<file path="src/rtl/xfer_pkg.sv">
/*
 * constants, state type and timing figures for the power transfer sequencer.
 * assumes a single 25 MHz core clock and plain level inputs from contacts and sensor boards.
 */
package xfer_pkg;
   localparam int unsigned CLK_HZ        = 25_000_000;
   localparam int unsigned TICK_CYCLES   = CLK_HZ;            // one second
   localparam int unsigned PRESC_W       = 25;
   localparam int unsigned TMR_W         = 20;
   localparam int unsigned COOLDOWN_MIN  = 10;
   localparam int unsigned MINRUN_MIN    = 10;
   localparam int unsigned WARMUP_S      = 30;
   localparam int unsigned RETURN_S      = 30;
   localparam int unsigned NEUTRAL_S     = 5;
   localparam int unsigned QUICK_TEST_S  = 60;                // quick test run length
   localparam int unsigned WEEK_S        = 7 * 24 * 3600;
   localparam int unsigned WEEK_FAST_S   = 7 * 60;            // jumper rate
   localparam int unsigned EXER_RUN_S    = 20 * 60;           // exercise run length
   localparam logic [TMR_W-1:0] COOLDOWN_T = TMR_W'(COOLDOWN_MIN * 60);
   localparam logic [TMR_W-1:0] MINRUN_T   = TMR_W'(MINRUN_MIN * 60);
   localparam logic [TMR_W-1:0] WARMUP_T   = TMR_W'(WARMUP_S);
   localparam logic [TMR_W-1:0] RETURN_T   = TMR_W'(RETURN_S);
   localparam logic [TMR_W-1:0] NEUTRAL_T  = TMR_W'(NEUTRAL_S);
   localparam logic [TMR_W-1:0] QUICK_T    = TMR_W'(QUICK_TEST_S);
   localparam logic [TMR_W-1:0] WEEK_T     = TMR_W'(WEEK_S);
   localparam logic [TMR_W-1:0] WEEK_FAST_T = TMR_W'(WEEK_FAST_S);
   localparam logic [TMR_W-1:0] EXER_T     = TMR_W'(EXER_RUN_S);
   localparam logic [TMR_W-1:0] TMR_ZERO   = 20'h0_0000;
   localparam logic [TMR_W-1:0] TMR_ONE    = 20'h0_0001;
   localparam int unsigned PRE_W         = 8;

   // gray codes along start, warmup, neutral, on gen, return, neutral, cooldown
   typedef enum logic [2:0] {
      ST_IDLE     = 3'b000,
      ST_WARMUP   = 3'b001,
      ST_NEUT_GEN = 3'b011,
      ST_ON_GEN   = 3'b010,
      ST_RET_WAIT = 3'b110,
      ST_NEUT_UTL = 3'b111,
      ST_COOLDOWN = 3'b101,
      ST_PRE_MOVE = 3'b100
   } seq_state_type;
endpackage

</file>
<file path="src/rtl/power_transfer_sequencer.sv">
/*
 * sequencer for a generator-backed transfer switch: engine start, warmup,
 * neutral hold, transfer, return delay, cooldown, plus weekly exerciser.
 * assumes all contact and sensor inputs are clean levels synchronous to core_clk.
 */
module power_transfer_sequencer
   import xfer_pkg::*;
(
   input  wire logic             core_clk,                 // 25 MHz system clock
   input  wire logic             rst_n,                    // sync reset, active low
   input  wire logic             utility_failed,           // from utility sensor board
   input  wire logic             gen_volt_ok,              // generator voltage >= 80 %
   input  wire logic             gen_freq_ok,              // generator frequency >= 80 %
   input  wire logic             quick_test,               // quick test contact closed
   input  wire logic             standard_test,            // standard test contact closed
   input  wire logic             ext_exercise,             // external exercise timer request
   input  wire logic             exercise_fast,            // test jumper: fast exerciser
   input  wire logic             exercise_transfer,        // move load during exercise
   input  wire logic             neutral_bypass,           // skip neutral hold
   input  wire logic             warmup_bypass,            // skip warmup
   input  wire logic             return_bypass,            // skip return delay
   input  wire logic             pre_move_fitted,          // pre-transfer option fitted
   input  wire logic [PRE_W-1:0] pre_move_secs,            // pre-transfer time, seconds
   input  wire logic             phase_match_fitted,       // in-phase variant fitted
   input  wire logic             utility_in_phase,         // utility in phase with generator
   output logic                  engine_start,             // start contact closed
   output logic                  load_move_relay_drive,    // transfer relay coil to ground
   output logic                  neutral_hold_relay_drive, // neutral relay coil to ground
   output logic                  pre_move_relay_drive,     // pre-transfer relay
   output logic                  exercise_active           // exercise run in progress
);
   seq_state_type state_reg, state_next;
   seq_state_type pre_target_reg;
   logic          tick;
   logic          load_seq, load_run, load_week;
   logic          week_armed_reg, week_fire;
   logic [TMR_W-1:0] seq_value;
   logic          seq_done, run_done, week_done;
   logic          quick_reg, quick_prev_reg, std_prev_reg;
   logic          demand, gen_ok, ret_ready;
   logic          pre_load;

   ////////////////////////////////////////////////////////////////////////////
   second_tick u_tick (
      .core_clk (core_clk),
      .rst_n    (rst_n),
      .tick     (tick)
   );

   // single sequencing timer shared by all state intervals
   sec_timer u_seq (
      .core_clk (core_clk),
      .rst_n    (rst_n),
      .tick     (tick),
      .load     (load_seq),
      .value    (seq_value),
      .done     (seq_done)
   );

   sec_timer u_run (
      .core_clk (core_clk),
      .rst_n    (rst_n),
      .tick     (tick),
      .load     (load_run),
      .value    (MINRUN_T),
      .done     (run_done)
   );

   // weekly exerciser, jumper selects fast rate
   sec_timer u_week (
      .core_clk (core_clk),
      .rst_n    (rst_n),
      .tick     (tick),
      .load     (load_week),
      .value    (exercise_fast ? WEEK_FAST_T : WEEK_T),
      .done     (week_done)
   );

   logic [TMR_W-1:0] exer_cnt_reg;
   logic [TMR_W-1:0] quick_cnt_reg;

   ////////////////////////////////////////////////////////////////////////////
   // exercise run window: armed each week, also held by the external timer
   // the week timer leaves reset at zero; arming it first keeps power-up from
   // looking like a due exercise run
   always_ff @(posedge core_clk) begin
      if (!rst_n)
         week_armed_reg <= 1'b0;
      else
         week_armed_reg <= 1'b1;
   end

   assign week_fire = week_armed_reg && week_done;
   assign load_week = week_fire || !week_armed_reg;

   always_ff @(posedge core_clk) begin
      if (!rst_n) begin
         exer_cnt_reg    <= TMR_ZERO;
         exercise_active <= 1'b0;
      end else begin
         if (week_fire)
            exer_cnt_reg <= EXER_T;
         else if (tick && exer_cnt_reg != TMR_ZERO)
            exer_cnt_reg <= exer_cnt_reg - TMR_ONE;
         exercise_active <= ext_exercise || week_fire || (exer_cnt_reg != TMR_ZERO);
      end
   end

   // quick test starts on contact closure, runs a fixed time
   // standard test runs while its contact stays closed
   always_ff @(posedge core_clk) begin
      if (!rst_n) begin
         quick_prev_reg <= 1'b0;
         std_prev_reg   <= 1'b0;
         quick_reg      <= 1'b0;
         quick_cnt_reg  <= TMR_ZERO;
      end else begin
         quick_prev_reg <= quick_test;
         std_prev_reg   <= standard_test;
         if (quick_test && !quick_prev_reg) begin
            quick_cnt_reg <= QUICK_T;
            quick_reg     <= 1'b1;
         end else if (tick && quick_cnt_reg != TMR_ZERO) begin
            quick_cnt_reg <= quick_cnt_reg - TMR_ONE;
         end else if (quick_cnt_reg == TMR_ZERO) begin
            quick_reg <= 1'b0;
         end
      end
   end

   // utility failure is the main trigger; tests and exercise add to it
   assign demand = utility_failed || quick_reg || std_prev_reg
                   || (exercise_active && exercise_transfer);
   // both generator sensors must be satisfied
   assign gen_ok = gen_volt_ok && gen_freq_ok;
   // in-phase variant waits for phase agreement before returning
   assign ret_ready = !phase_match_fitted || utility_in_phase;
   assign pre_load  = pre_move_fitted && (pre_move_secs != '0);

   ////////////////////////////////////////////////////////////////////////////
   // next state and interval loads
   always_comb begin
      state_next = state_reg;
      load_seq   = 1'b0;
      seq_value  = TMR_ZERO;
      load_run   = 1'b0;
      case (state_reg)
         ST_IDLE: begin
            if (demand || exercise_active) begin
               state_next = ST_WARMUP;
               load_seq   = 1'b1;
               seq_value  = warmup_bypass ? TMR_ZERO : WARMUP_T;
               load_run   = 1'b1;
            end
         end
         ST_WARMUP: begin
            if (!demand && !exercise_active) begin
               state_next = ST_COOLDOWN;
            end else if (demand && seq_done && gen_ok) begin
               load_seq = 1'b1;
               if (pre_load) begin
                  state_next = ST_PRE_MOVE;
                  seq_value  = TMR_W'(pre_move_secs);
               end else begin
                  // bypass goes straight onto the generator
                  state_next = neutral_bypass ? ST_ON_GEN : ST_NEUT_GEN;
                  seq_value  = NEUTRAL_T;
               end
            end
         end
         ST_PRE_MOVE: begin
            if (seq_done) begin
               load_seq = 1'b1;
               if (pre_target_reg == ST_NEUT_UTL) begin
                  state_next = neutral_bypass ? ST_COOLDOWN : ST_NEUT_UTL;
                  seq_value  = neutral_bypass ? COOLDOWN_T : NEUTRAL_T;
               end else begin
                  state_next = neutral_bypass ? ST_ON_GEN : ST_NEUT_GEN;
                  seq_value  = NEUTRAL_T;
               end
            end
         end
         ST_NEUT_GEN: begin
            if (seq_done)
               state_next = ST_ON_GEN;
         end
         ST_ON_GEN: begin
            if (!demand) begin
               state_next = ST_RET_WAIT;
               load_seq   = 1'b1;
               seq_value  = RETURN_T;
            end
         end
         ST_RET_WAIT: begin
            // return delay, bypass input skips it
            if (demand) begin
               state_next = ST_ON_GEN;
            end else if ((seq_done || return_bypass) && ret_ready) begin
               load_seq = 1'b1;
               if (pre_load) begin
                  state_next = ST_PRE_MOVE;
                  seq_value  = TMR_W'(pre_move_secs);
               end else begin
                  // bypass lands straight in cooldown on utility
                  state_next = neutral_bypass ? ST_COOLDOWN : ST_NEUT_UTL;
                  seq_value  = neutral_bypass ? COOLDOWN_T : NEUTRAL_T;
               end
            end
         end
         ST_NEUT_UTL: begin
            if (seq_done) begin
               state_next = ST_COOLDOWN;
               load_seq   = 1'b1;
               seq_value  = COOLDOWN_T;
            end
         end
         ST_COOLDOWN: begin
            // cooldown and minimum run before stop
            if (demand) begin
               state_next = ST_WARMUP;
               load_seq   = 1'b1;
               seq_value  = TMR_ZERO;
            end else if (seq_done && run_done) begin
               state_next = ST_IDLE;
            end
         end
         default: state_next = ST_IDLE;
      endcase
   end

   always_ff @(posedge core_clk) begin
      if (!rst_n)
         state_reg <= ST_IDLE;
      else
         state_reg <= state_next;
   end

   // remembers which way a pre-transfer signal is heading
   always_ff @(posedge core_clk) begin
      if (!rst_n)
         pre_target_reg <= ST_NEUT_GEN;
      else if (state_reg == ST_RET_WAIT)
         pre_target_reg <= ST_NEUT_UTL;
      else if (state_reg == ST_WARMUP)
         pre_target_reg <= ST_NEUT_GEN;
   end

   ////////////////////////////////////////////////////////////////////////////
   // registered outputs decoded from the next state
   // drive outputs
   always_ff @(posedge core_clk) begin
      if (!rst_n) begin
         engine_start             <= 1'b0;
         load_move_relay_drive    <= 1'b0;
         neutral_hold_relay_drive <= 1'b0;
         pre_move_relay_drive     <= 1'b0;
      end else begin
         engine_start             <= (state_next != ST_IDLE);
         neutral_hold_relay_drive <= (state_next == ST_NEUT_GEN) || (state_next == ST_NEUT_UTL);
         pre_move_relay_drive     <= (state_next == ST_PRE_MOVE);
         load_move_relay_drive    <= (state_next == ST_ON_GEN) || (state_next == ST_RET_WAIT)
                                     || (state_next == ST_NEUT_GEN)
                                     || (state_next == ST_PRE_MOVE && state_reg != ST_WARMUP
                                         && (state_reg == ST_RET_WAIT || pre_target_reg == ST_NEUT_UTL));
      end
   end

   ////////////////////////////////////////////////////////////////////////////
   a_gen_ok_move: assert property (@(posedge core_clk) disable iff (!rst_n)
      (state_reg == ST_WARMUP && state_next != ST_WARMUP && state_next != ST_COOLDOWN) |-> gen_ok)
      else $error("transfer to generator without good voltage and frequency");
   a_reset_idle: assert property (@(posedge core_clk)
      !rst_n |=> (state_reg == ST_IDLE && !engine_start && !load_move_relay_drive))
      else $error("reset did not clear outputs");
   a_start_while_run: assert property (@(posedge core_clk) disable iff (!rst_n)
      (state_reg != ST_IDLE) |-> engine_start)
      else $error("engine start open while sequencer busy");
   a_neutral_begin: assert property (@(posedge core_clk) disable iff (!rst_n)
      (state_reg == ST_NEUT_GEN || state_reg == ST_NEUT_UTL) |-> neutral_hold_relay_drive)
      else $error("neutral drive not asserted in neutral hold");
   a_neutral_end: assert property (@(posedge core_clk) disable iff (!rst_n)
      (state_reg == ST_ON_GEN || state_reg == ST_COOLDOWN) |-> !neutral_hold_relay_drive)
      else $error("neutral drive left on after hold");
   a_move_on_gen: assert property (@(posedge core_clk) disable iff (!rst_n)
      (state_reg == ST_ON_GEN) |-> load_move_relay_drive)
      else $error("load move drive off while on generator");
   a_move_return: assert property (@(posedge core_clk) disable iff (!rst_n)
      (state_reg == ST_COOLDOWN || state_reg == ST_IDLE) |-> !load_move_relay_drive)
      else $error("load move drive on after return");
   a_cooldown_hold: assert property (@(posedge core_clk) disable iff (!rst_n)
      (state_reg == ST_COOLDOWN && !seq_done) |=> state_reg != ST_IDLE)
      else $error("engine stopped before cooldown ended");
   a_pre_only_fitted: assert property (@(posedge core_clk) disable iff (!rst_n)
      $rose(pre_move_relay_drive) |-> $past(pre_move_fitted))
      else $error("pre-transfer signal without option");
   a_bypass_no_hold: assert property (@(posedge core_clk) disable iff (!rst_n)
      (neutral_bypass && !neutral_hold_relay_drive) |=> !neutral_hold_relay_drive)
      else $error("neutral hold entered with bypass set");
endmodule // power_transfer_sequencer

</file>
<file path="src/rtl/sec_timer.sv">
/*
 * loadable down-counter of seconds; done is high while the count is zero.
 * assumes a one-cycle tick enable; load wins over counting.
 */
module sec_timer
   import xfer_pkg::*;
(
   input  wire logic             core_clk,  // system clock
   input  wire logic             rst_n,     // sync reset, active low
   input  wire logic             tick,      // one second enable
   input  wire logic             load,      // load a new interval
   input  wire logic [TMR_W-1:0] value,     // interval in seconds
   output logic                  done       // interval elapsed
);
   logic [TMR_W-1:0] cnt_reg;

   always_ff @(posedge core_clk) begin
      if (!rst_n)
         cnt_reg <= TMR_ZERO;
      else if (load)
         cnt_reg <= value;
      else if (tick && cnt_reg != TMR_ZERO)
         cnt_reg <= cnt_reg - TMR_ONE;
   end

   // done must not look at load: the sequencer derives load from done, so a
   // load term here would close a combinational loop through the state logic
   assign done = (cnt_reg == TMR_ZERO);
endmodule // sec_timer

</file>
<file path="src/rtl/second_tick.sv">
/*
 * prescaler: one-cycle enable pulse once a second from the core clock.
 * assumes core_clk at the rate given in the package.
 */
module second_tick
   import xfer_pkg::*;
(
   input  wire logic core_clk,   // system clock
   input  wire logic rst_n,      // sync reset, active low
   output logic      tick        // one-cycle pulse per second
);
   logic [PRESC_W-1:0] cnt_reg;

   ////////////////////////////////////////////////////////////////////////////
   // one second prescaler
   always_ff @(posedge core_clk) begin
      if (!rst_n) begin
         cnt_reg <= '0;
         tick    <= 1'b0;
      end else if (cnt_reg == PRESC_W'(TICK_CYCLES - 1)) begin
         cnt_reg <= '0;
         tick    <= 1'b1;
      end else begin
         cnt_reg <= cnt_reg + PRESC_W'(1);
         tick    <= 1'b0;
      end
   end
endmodule // second_tick

</file>
<file path="config.mk">
export PLATFORM = sky130hd
export DESIGN_NAME = power_transfer_sequencer
export DESIGN_NICKNAME = d
export VERILOG_FILES = /design/src/rtl/xfer_pkg.sv /design/src/rtl/power_transfer_sequencer.sv /design/src/rtl/sec_timer.sv /design/src/rtl/second_tick.sv
export SDC_FILE = /design/constraint.sdc
export NUM_CORES = 1
export LEC_CHECK = 0
export BUFFER_PORTS_ARGS = -buffer_cell sky130_fd_sc_hd__buf_2
export CAP_MARGIN = 25
export CORE_AREA = 4 4 161 124
export CTS_CLUSTER_SIZE = 24
export DETAILED_ROUTE_END_ITERATION = 7
export DIE_AREA = 0 0 165 128
export PLACE_DENSITY_LB_ADDON = 0.2
export SYNTH_ARGS = -nofsm -noshare
export SYNTH_HDL_FRONTEND = slang
export SYNTH_HIERARCHICAL = 1
export SYNTH_SLANG_ARGS = --single-unit
</file>
<file path="constraint.sdc">
create_clock -name core_clk -period 6.9 [get_ports core_clk]
set_input_delay 0.345 -clock core_clk [delete_from_list [all_inputs] [get_ports core_clk]]
set_output_delay 0.345 -clock core_clk [all_outputs]
set_load 0.03 [all_outputs]
</file>
Word level (Yosys, flattened, before mapping) --
Cells that the tools add are included.
Word-level totals: output and inout port bits 5, input port bits 24, register bits after elaboration 139, word-level logic and storage cells 163
Operators by class: reduce and logical (&&, ||, !) cells 61, eq/ne operators 15, mux-type cells 59, bitwise logic cells 1, $add $sub $neg 6
Operators with widths (count):
- $mux 20 | 5
- $reduce_bool 20->1 | 5
- $sub 20x1->20 const B | 5
- $mux 10 | 9
- $logic_not 20->1 | 4
- $pmux 10 s6 | 1
- $mux 3 | 15
- $add 25x1->25 const B | 1
- $eq 25x25->1 const B | 1
- $mux 8 | 3
- $pmux 3 s8 | 1
- $mux 11 | 2
- $eq 3x3->1 const B | 7
- $logic_and 1x1->1 | 17
- $mux 1 | 15
- $mux 5 | 3
- $logic_or 1x1->1 | 14
- $reduce_bool 2->1 | 7
- $eq 3x2->1 const B | 4
- $mux 6 | 2
- $reduce_or 2->1 | 5
- $reduce_bool 8->1 | 1
- $pmux 1 s6 | 1
- $logic_not 1->1 | 5
- 8 further kinds | 9

Logic depth before layout (Yosys ltp) --
depth after elaboration 12, depth in mapped cells 15

Hierarchy --
The synthesis kept the hierarchy.
Modules (own cells, without submodules):
- power_transfer_sequencer | cells an instance 348, instances 1, area each 2934.1 um^2
- sec_timer (u_run ...) | cells an instance 151, instances 2, area each 1237.4 um^2
- second_tick | cells an instance 141, instances 1, area each 1214.9 um^2
- sec_timer (u_week) | cells an instance 143, instances 1, area each 1203.7 um^2

Least setup slack after synthesis --
No wires, ideal clock.
kind reg2reg, start point register u_seq.cnt_reg[0], end point register u_seq.cnt_reg[2], path buffers 3, stages on the path, launching flop included 16, setup slack 4.116 ns, data arrival time 2.652 ns, setup time 0.133 ns, cells stage by stage dfxtp_1 > inv_1 > ha_1 > nor4b_1 > nand3_1 > nor2_1 > clkbuf_1 > nand3_1 > nor3_4 > nor2_1 > nand2_1 > clkbuf_1 > clkinv_1 > clkbuf_1 > o21ai_0 > a21oi_1
Between the ends: longest elaborated chain between the ends 7, elaborated cells on any way between the ends 23
RTL lines:
- start: declaration | line sec_timer.sv:15 | logic [TMR_W-1:0] cnt_reg;
- start signal: assignment | line sec_timer.sv:21 | cnt_reg <= value;
- start signal: assignment | line sec_timer.sv:23 | cnt_reg <= cnt_reg - TMR_ONE;
- $logic_not 20->1 * | line sec_timer.sv:28 | assign done = (cnt_reg == TMR_ZERO);
- net seq_done | line power_transfer_sequencer.sv:38 | logic seq_done, run_done, week_done;
- $logic_or 1x1->1 or $logic_and 1x1->1 (tied branches) | line power_transfer_sequencer.sv:198, power_transfer_sequencer.sv:159
- $logic_and 1x1->1, on equally long branches | line power_transfer_sequencer.sv:198, power_transfer_sequencer.sv:159
- $mux 1, on equally long branches | line power_transfer_sequencer.sv:198, power_transfer_sequencer.sv:159
- $mux 1, on equally long branches | line power_transfer_sequencer.sv:196, power_transfer_sequencer.sv:157
- $pmux 1 s6 * | line power_transfer_sequencer.sv:147 | case (state_reg)
- net load_seq | line power_transfer_sequencer.sv:35 | logic load_seq, load_run, load_week;
- $mux 20 or $reduce_bool 2->1 (tied branches)
The timed path passes the listed nets; every way through them passes the cells marked *. The select of a mux whose other input is x is not followed. A chain may end at the register's enable or synchronous reset.

Worst setup path in the final report --
start point register u_seq.cnt_reg[12], end point register u_seq.cnt_reg[13]
The elaborated chain is that of the path after synthesis.

==> impl_metrics.py <==
metrics = {
    "status": {
        "status": "finished clean",
    },
    "setup_path": {
        "worst-path-buf-inv": 1,
        "slowest_stage": "clkinv_1",
        "critPathMaxFanout": 36,
        "critPathTopFamily": "simple AND/OR/NAND/NOR gates",
        "path_cells": "nor4_1 > nand3_1 > nor2_1 > nand3_1 > nor3_4 > nor2_1 > nand2_1 > clkinv_1 > and4_1 > a211oi_2",
        "cp-end-kind": "register",
        "start_kind": "register",
        "crit_required_ns": 7.24,
        "cpPeakStageDelay_ns": 0.75,
        "arrival_ns": 4.39,
        "ff2ff_setup_slack_ns": 2.85,
        "path_class": "reg -> reg",
    },
    "global_routing": {
        "grt_max_degree": 49,
        "antenna_found_initial": 0,
        "grt_overflow": 0,
        "grt_pass1_vias": 5786,
        "grtUsageTotal": 0.162,
        "grt_pass1_wl_um": 28600,
    },
    "placement": {
        "io_buffers": 28,
        "placed_area_sq_um": 8280,
        "dp.cells": 1212,
        "preCtsSetupSlack_ns": 2.89,
        "hpwl_um": 11500,
        "place_congestion": 0.830,
    },
    "flow_run": {
        "maxCapViolCount": 0,
    },
    "logic_synthesis": {
        "synth_top_area_frac": 0.355,
        "synth_cells": 934,
        "ys_ff_latch": 139,
        "synthTopCellsByCount": "dfxtp_1 (139), nor2_1 (93), a21oi_1 (83), o21ai_0 (76), xnor2_1 (68)",
        "syn_avg_cell_area_sq_um": 8.38,
        "synth_flop_cell": "dfxtp_1",
        "synth_top_cell_by_area": "dfxtp_1",
        "ys_types": 86,
        "netlist_area_sq_um": 7830,
        "ys_seq_area_frac": 0.355,
        "synth_area_leaders": "dfxtp_1 (36%), xnor2_1 (7.6%), a21oi_1 (5.3%), o21ai_0 (4.9%), nor2_1 (4.5%)",
        "synth_warnings": 6,
        "synth_most_common_cell": "dfxtp_1",
        "async_reset_ff_frac": 0,
        "synth_edf_count": 0,
    },
    "clock_network": {
        "cts_setup_buffers": 0,
        "cts_tree": "built",
        "cts_resized": 0,
        "clockBufferDepth": 2,
        "clock_latency_ns": 0.42,
        "cts.htree.levels": 4,
        "cts_buffers": 17,
        "clk_pin_slew_ns": 0.07,
        "cts_hold_buf": 0,
        "clock-sinks": 139,
        "clockRootBuffer": "clkbuf_16",
    },
    "die": {
        "rows": 43,
        "ios": 29,
        "core_sq_um": 18300,
        "die_area_sq_um": 21100,
        "die_w_um": 165,
        "start_util": 0.427,
        "die_h_um": 128,
    },
    "sta": {
        "setup-violations-final": 0,
        "hold_viol": 0,
        "maxClockFrequency_mhz": 247,
        "relSlewSlack": 0.334,
        "drv_slew": 0,
        "clock_skew_ns": 0.00878,
        "fin_tns_setup_ns": 0,
        "rsz0062_at_grt": "false",
        "timing.final.crit_share": 0.588,
        "fin_ws_ns": 2.85,
        "period_minus_slack_ns": 4.05,
        "worst_pin_slew_ns": 0.998,
    },
    "finish": {
        "nFillCells": 1795,
        "multi_input_area_sq_um": 4930,
        "finish.instance_area_sq_um": 8840,
        "finalNonFillerCells": 1244,
        "area_growth_pct": 12.9,
        "antenna_cells": 0,
        "largest_register_ffs": 25,
        "postLayoutCoreUtil": 0.482,
        "register_area_sq_um": 2780,
        "fin_nets": 1017,
        "drive_gt1_frac": 0.122,
    },
    "routing": {
        "wire_per_inst_um": 13.5,
        "ant_nets": 0,
        "drc": 0,
        "viasPerCell": 5.32,
        "drtPass1Iterations": 4,
        "drt_wl_total_um": 16800,
        "drt_iter0_markers": 431,
        "dr_total_vias": 6620,
    },
    "power": {
        "peakVddDrop_v": 0.000138,
        "powerDensity_nw_per_um2": 237,
        "leakagePower_nw": 3.05,
    },
    "hold_path": {
        "hold_path.class": "in -> reg",
    },
}
## cells by family after synthesis
kind of cell               share of synthesized area
xor gates and xnor gates                      0.0985
other                                       0.000959
and+or+nand+nor                                0.295
AOI/OAI and AO/OA                              0.195
muxes                                        0.00751
DFF                                            0.355
adders and majority gates                     0.0144
buffers and inverters                         0.0334
## cells in the final DEF (no fill, tap or decap), drive strengths merged, types with 20 or more instances in the layout
cell type  instances
nor4              29
a21oi             84
nor2              93
conb              42
xor2              20
nor3              39
nand3             21
nand4             25
inv               27
dfxtp            139
o21ai             81
xnor2             68
or3               29
buf               33
nand2             44
## metal layers
metal	GRT usage	wire length [um]
met1	0.251	9200
met2	0.224	6810
met3	0.0408	644
met4	0.0342	116
met5	0	0
## metrics by stage
stage	hold slack (ns)	power, mW
after CTS	0.127	2.12
after floorplan	0.373	1.18
final	0.139	2.10
after detailed placement	0.468	1.25
after global placement	0.463	1.25
after global routing	0.136	2.21
## worst paths after layout
kind,start,end,cells past startpoint
setup / recovery,u_seq/cnt_reg[12]$_SDFFE_PN0P_,u_seq/cnt_reg[13]$_SDFFE_PN0P_,10
hold / removal,quick_test,quick_prev_reg$_SDFF_PN0_,2
setup reg to reg,u_seq/cnt_reg[12]$_SDFFE_PN0P_,u_seq/cnt_reg[13]$_SDFFE_PN0P_,10
hold reg to reg,u_tick/cnt_reg[0]$_SDFF_PP0_,u_tick/cnt_reg[0]$_SDFF_PP0_,1
## cell type report
type	instances	share of cell area
Sequential cell	139	0.315
Multi-Input combinational cell	771	0.558
Clock buffer	17	0.0481
Inverter	22	0.00934
Tap cell	247	0.0350
Clock inverter	15	0.0147
Timing Repair Buffer	33	0.0198
## power breakdown
part | switching, mW | leakage [nW] | internal [mW]
combinational | 0.189 | 1.64 | 0.130
clock | 0.387 | 0.270 | 0.473
sequential | 0.0637 | 1.14 | 0.854
total | 0.640 | 3.05 | 1.46
No activity file was read; power rests on OpenSTA's default activity.
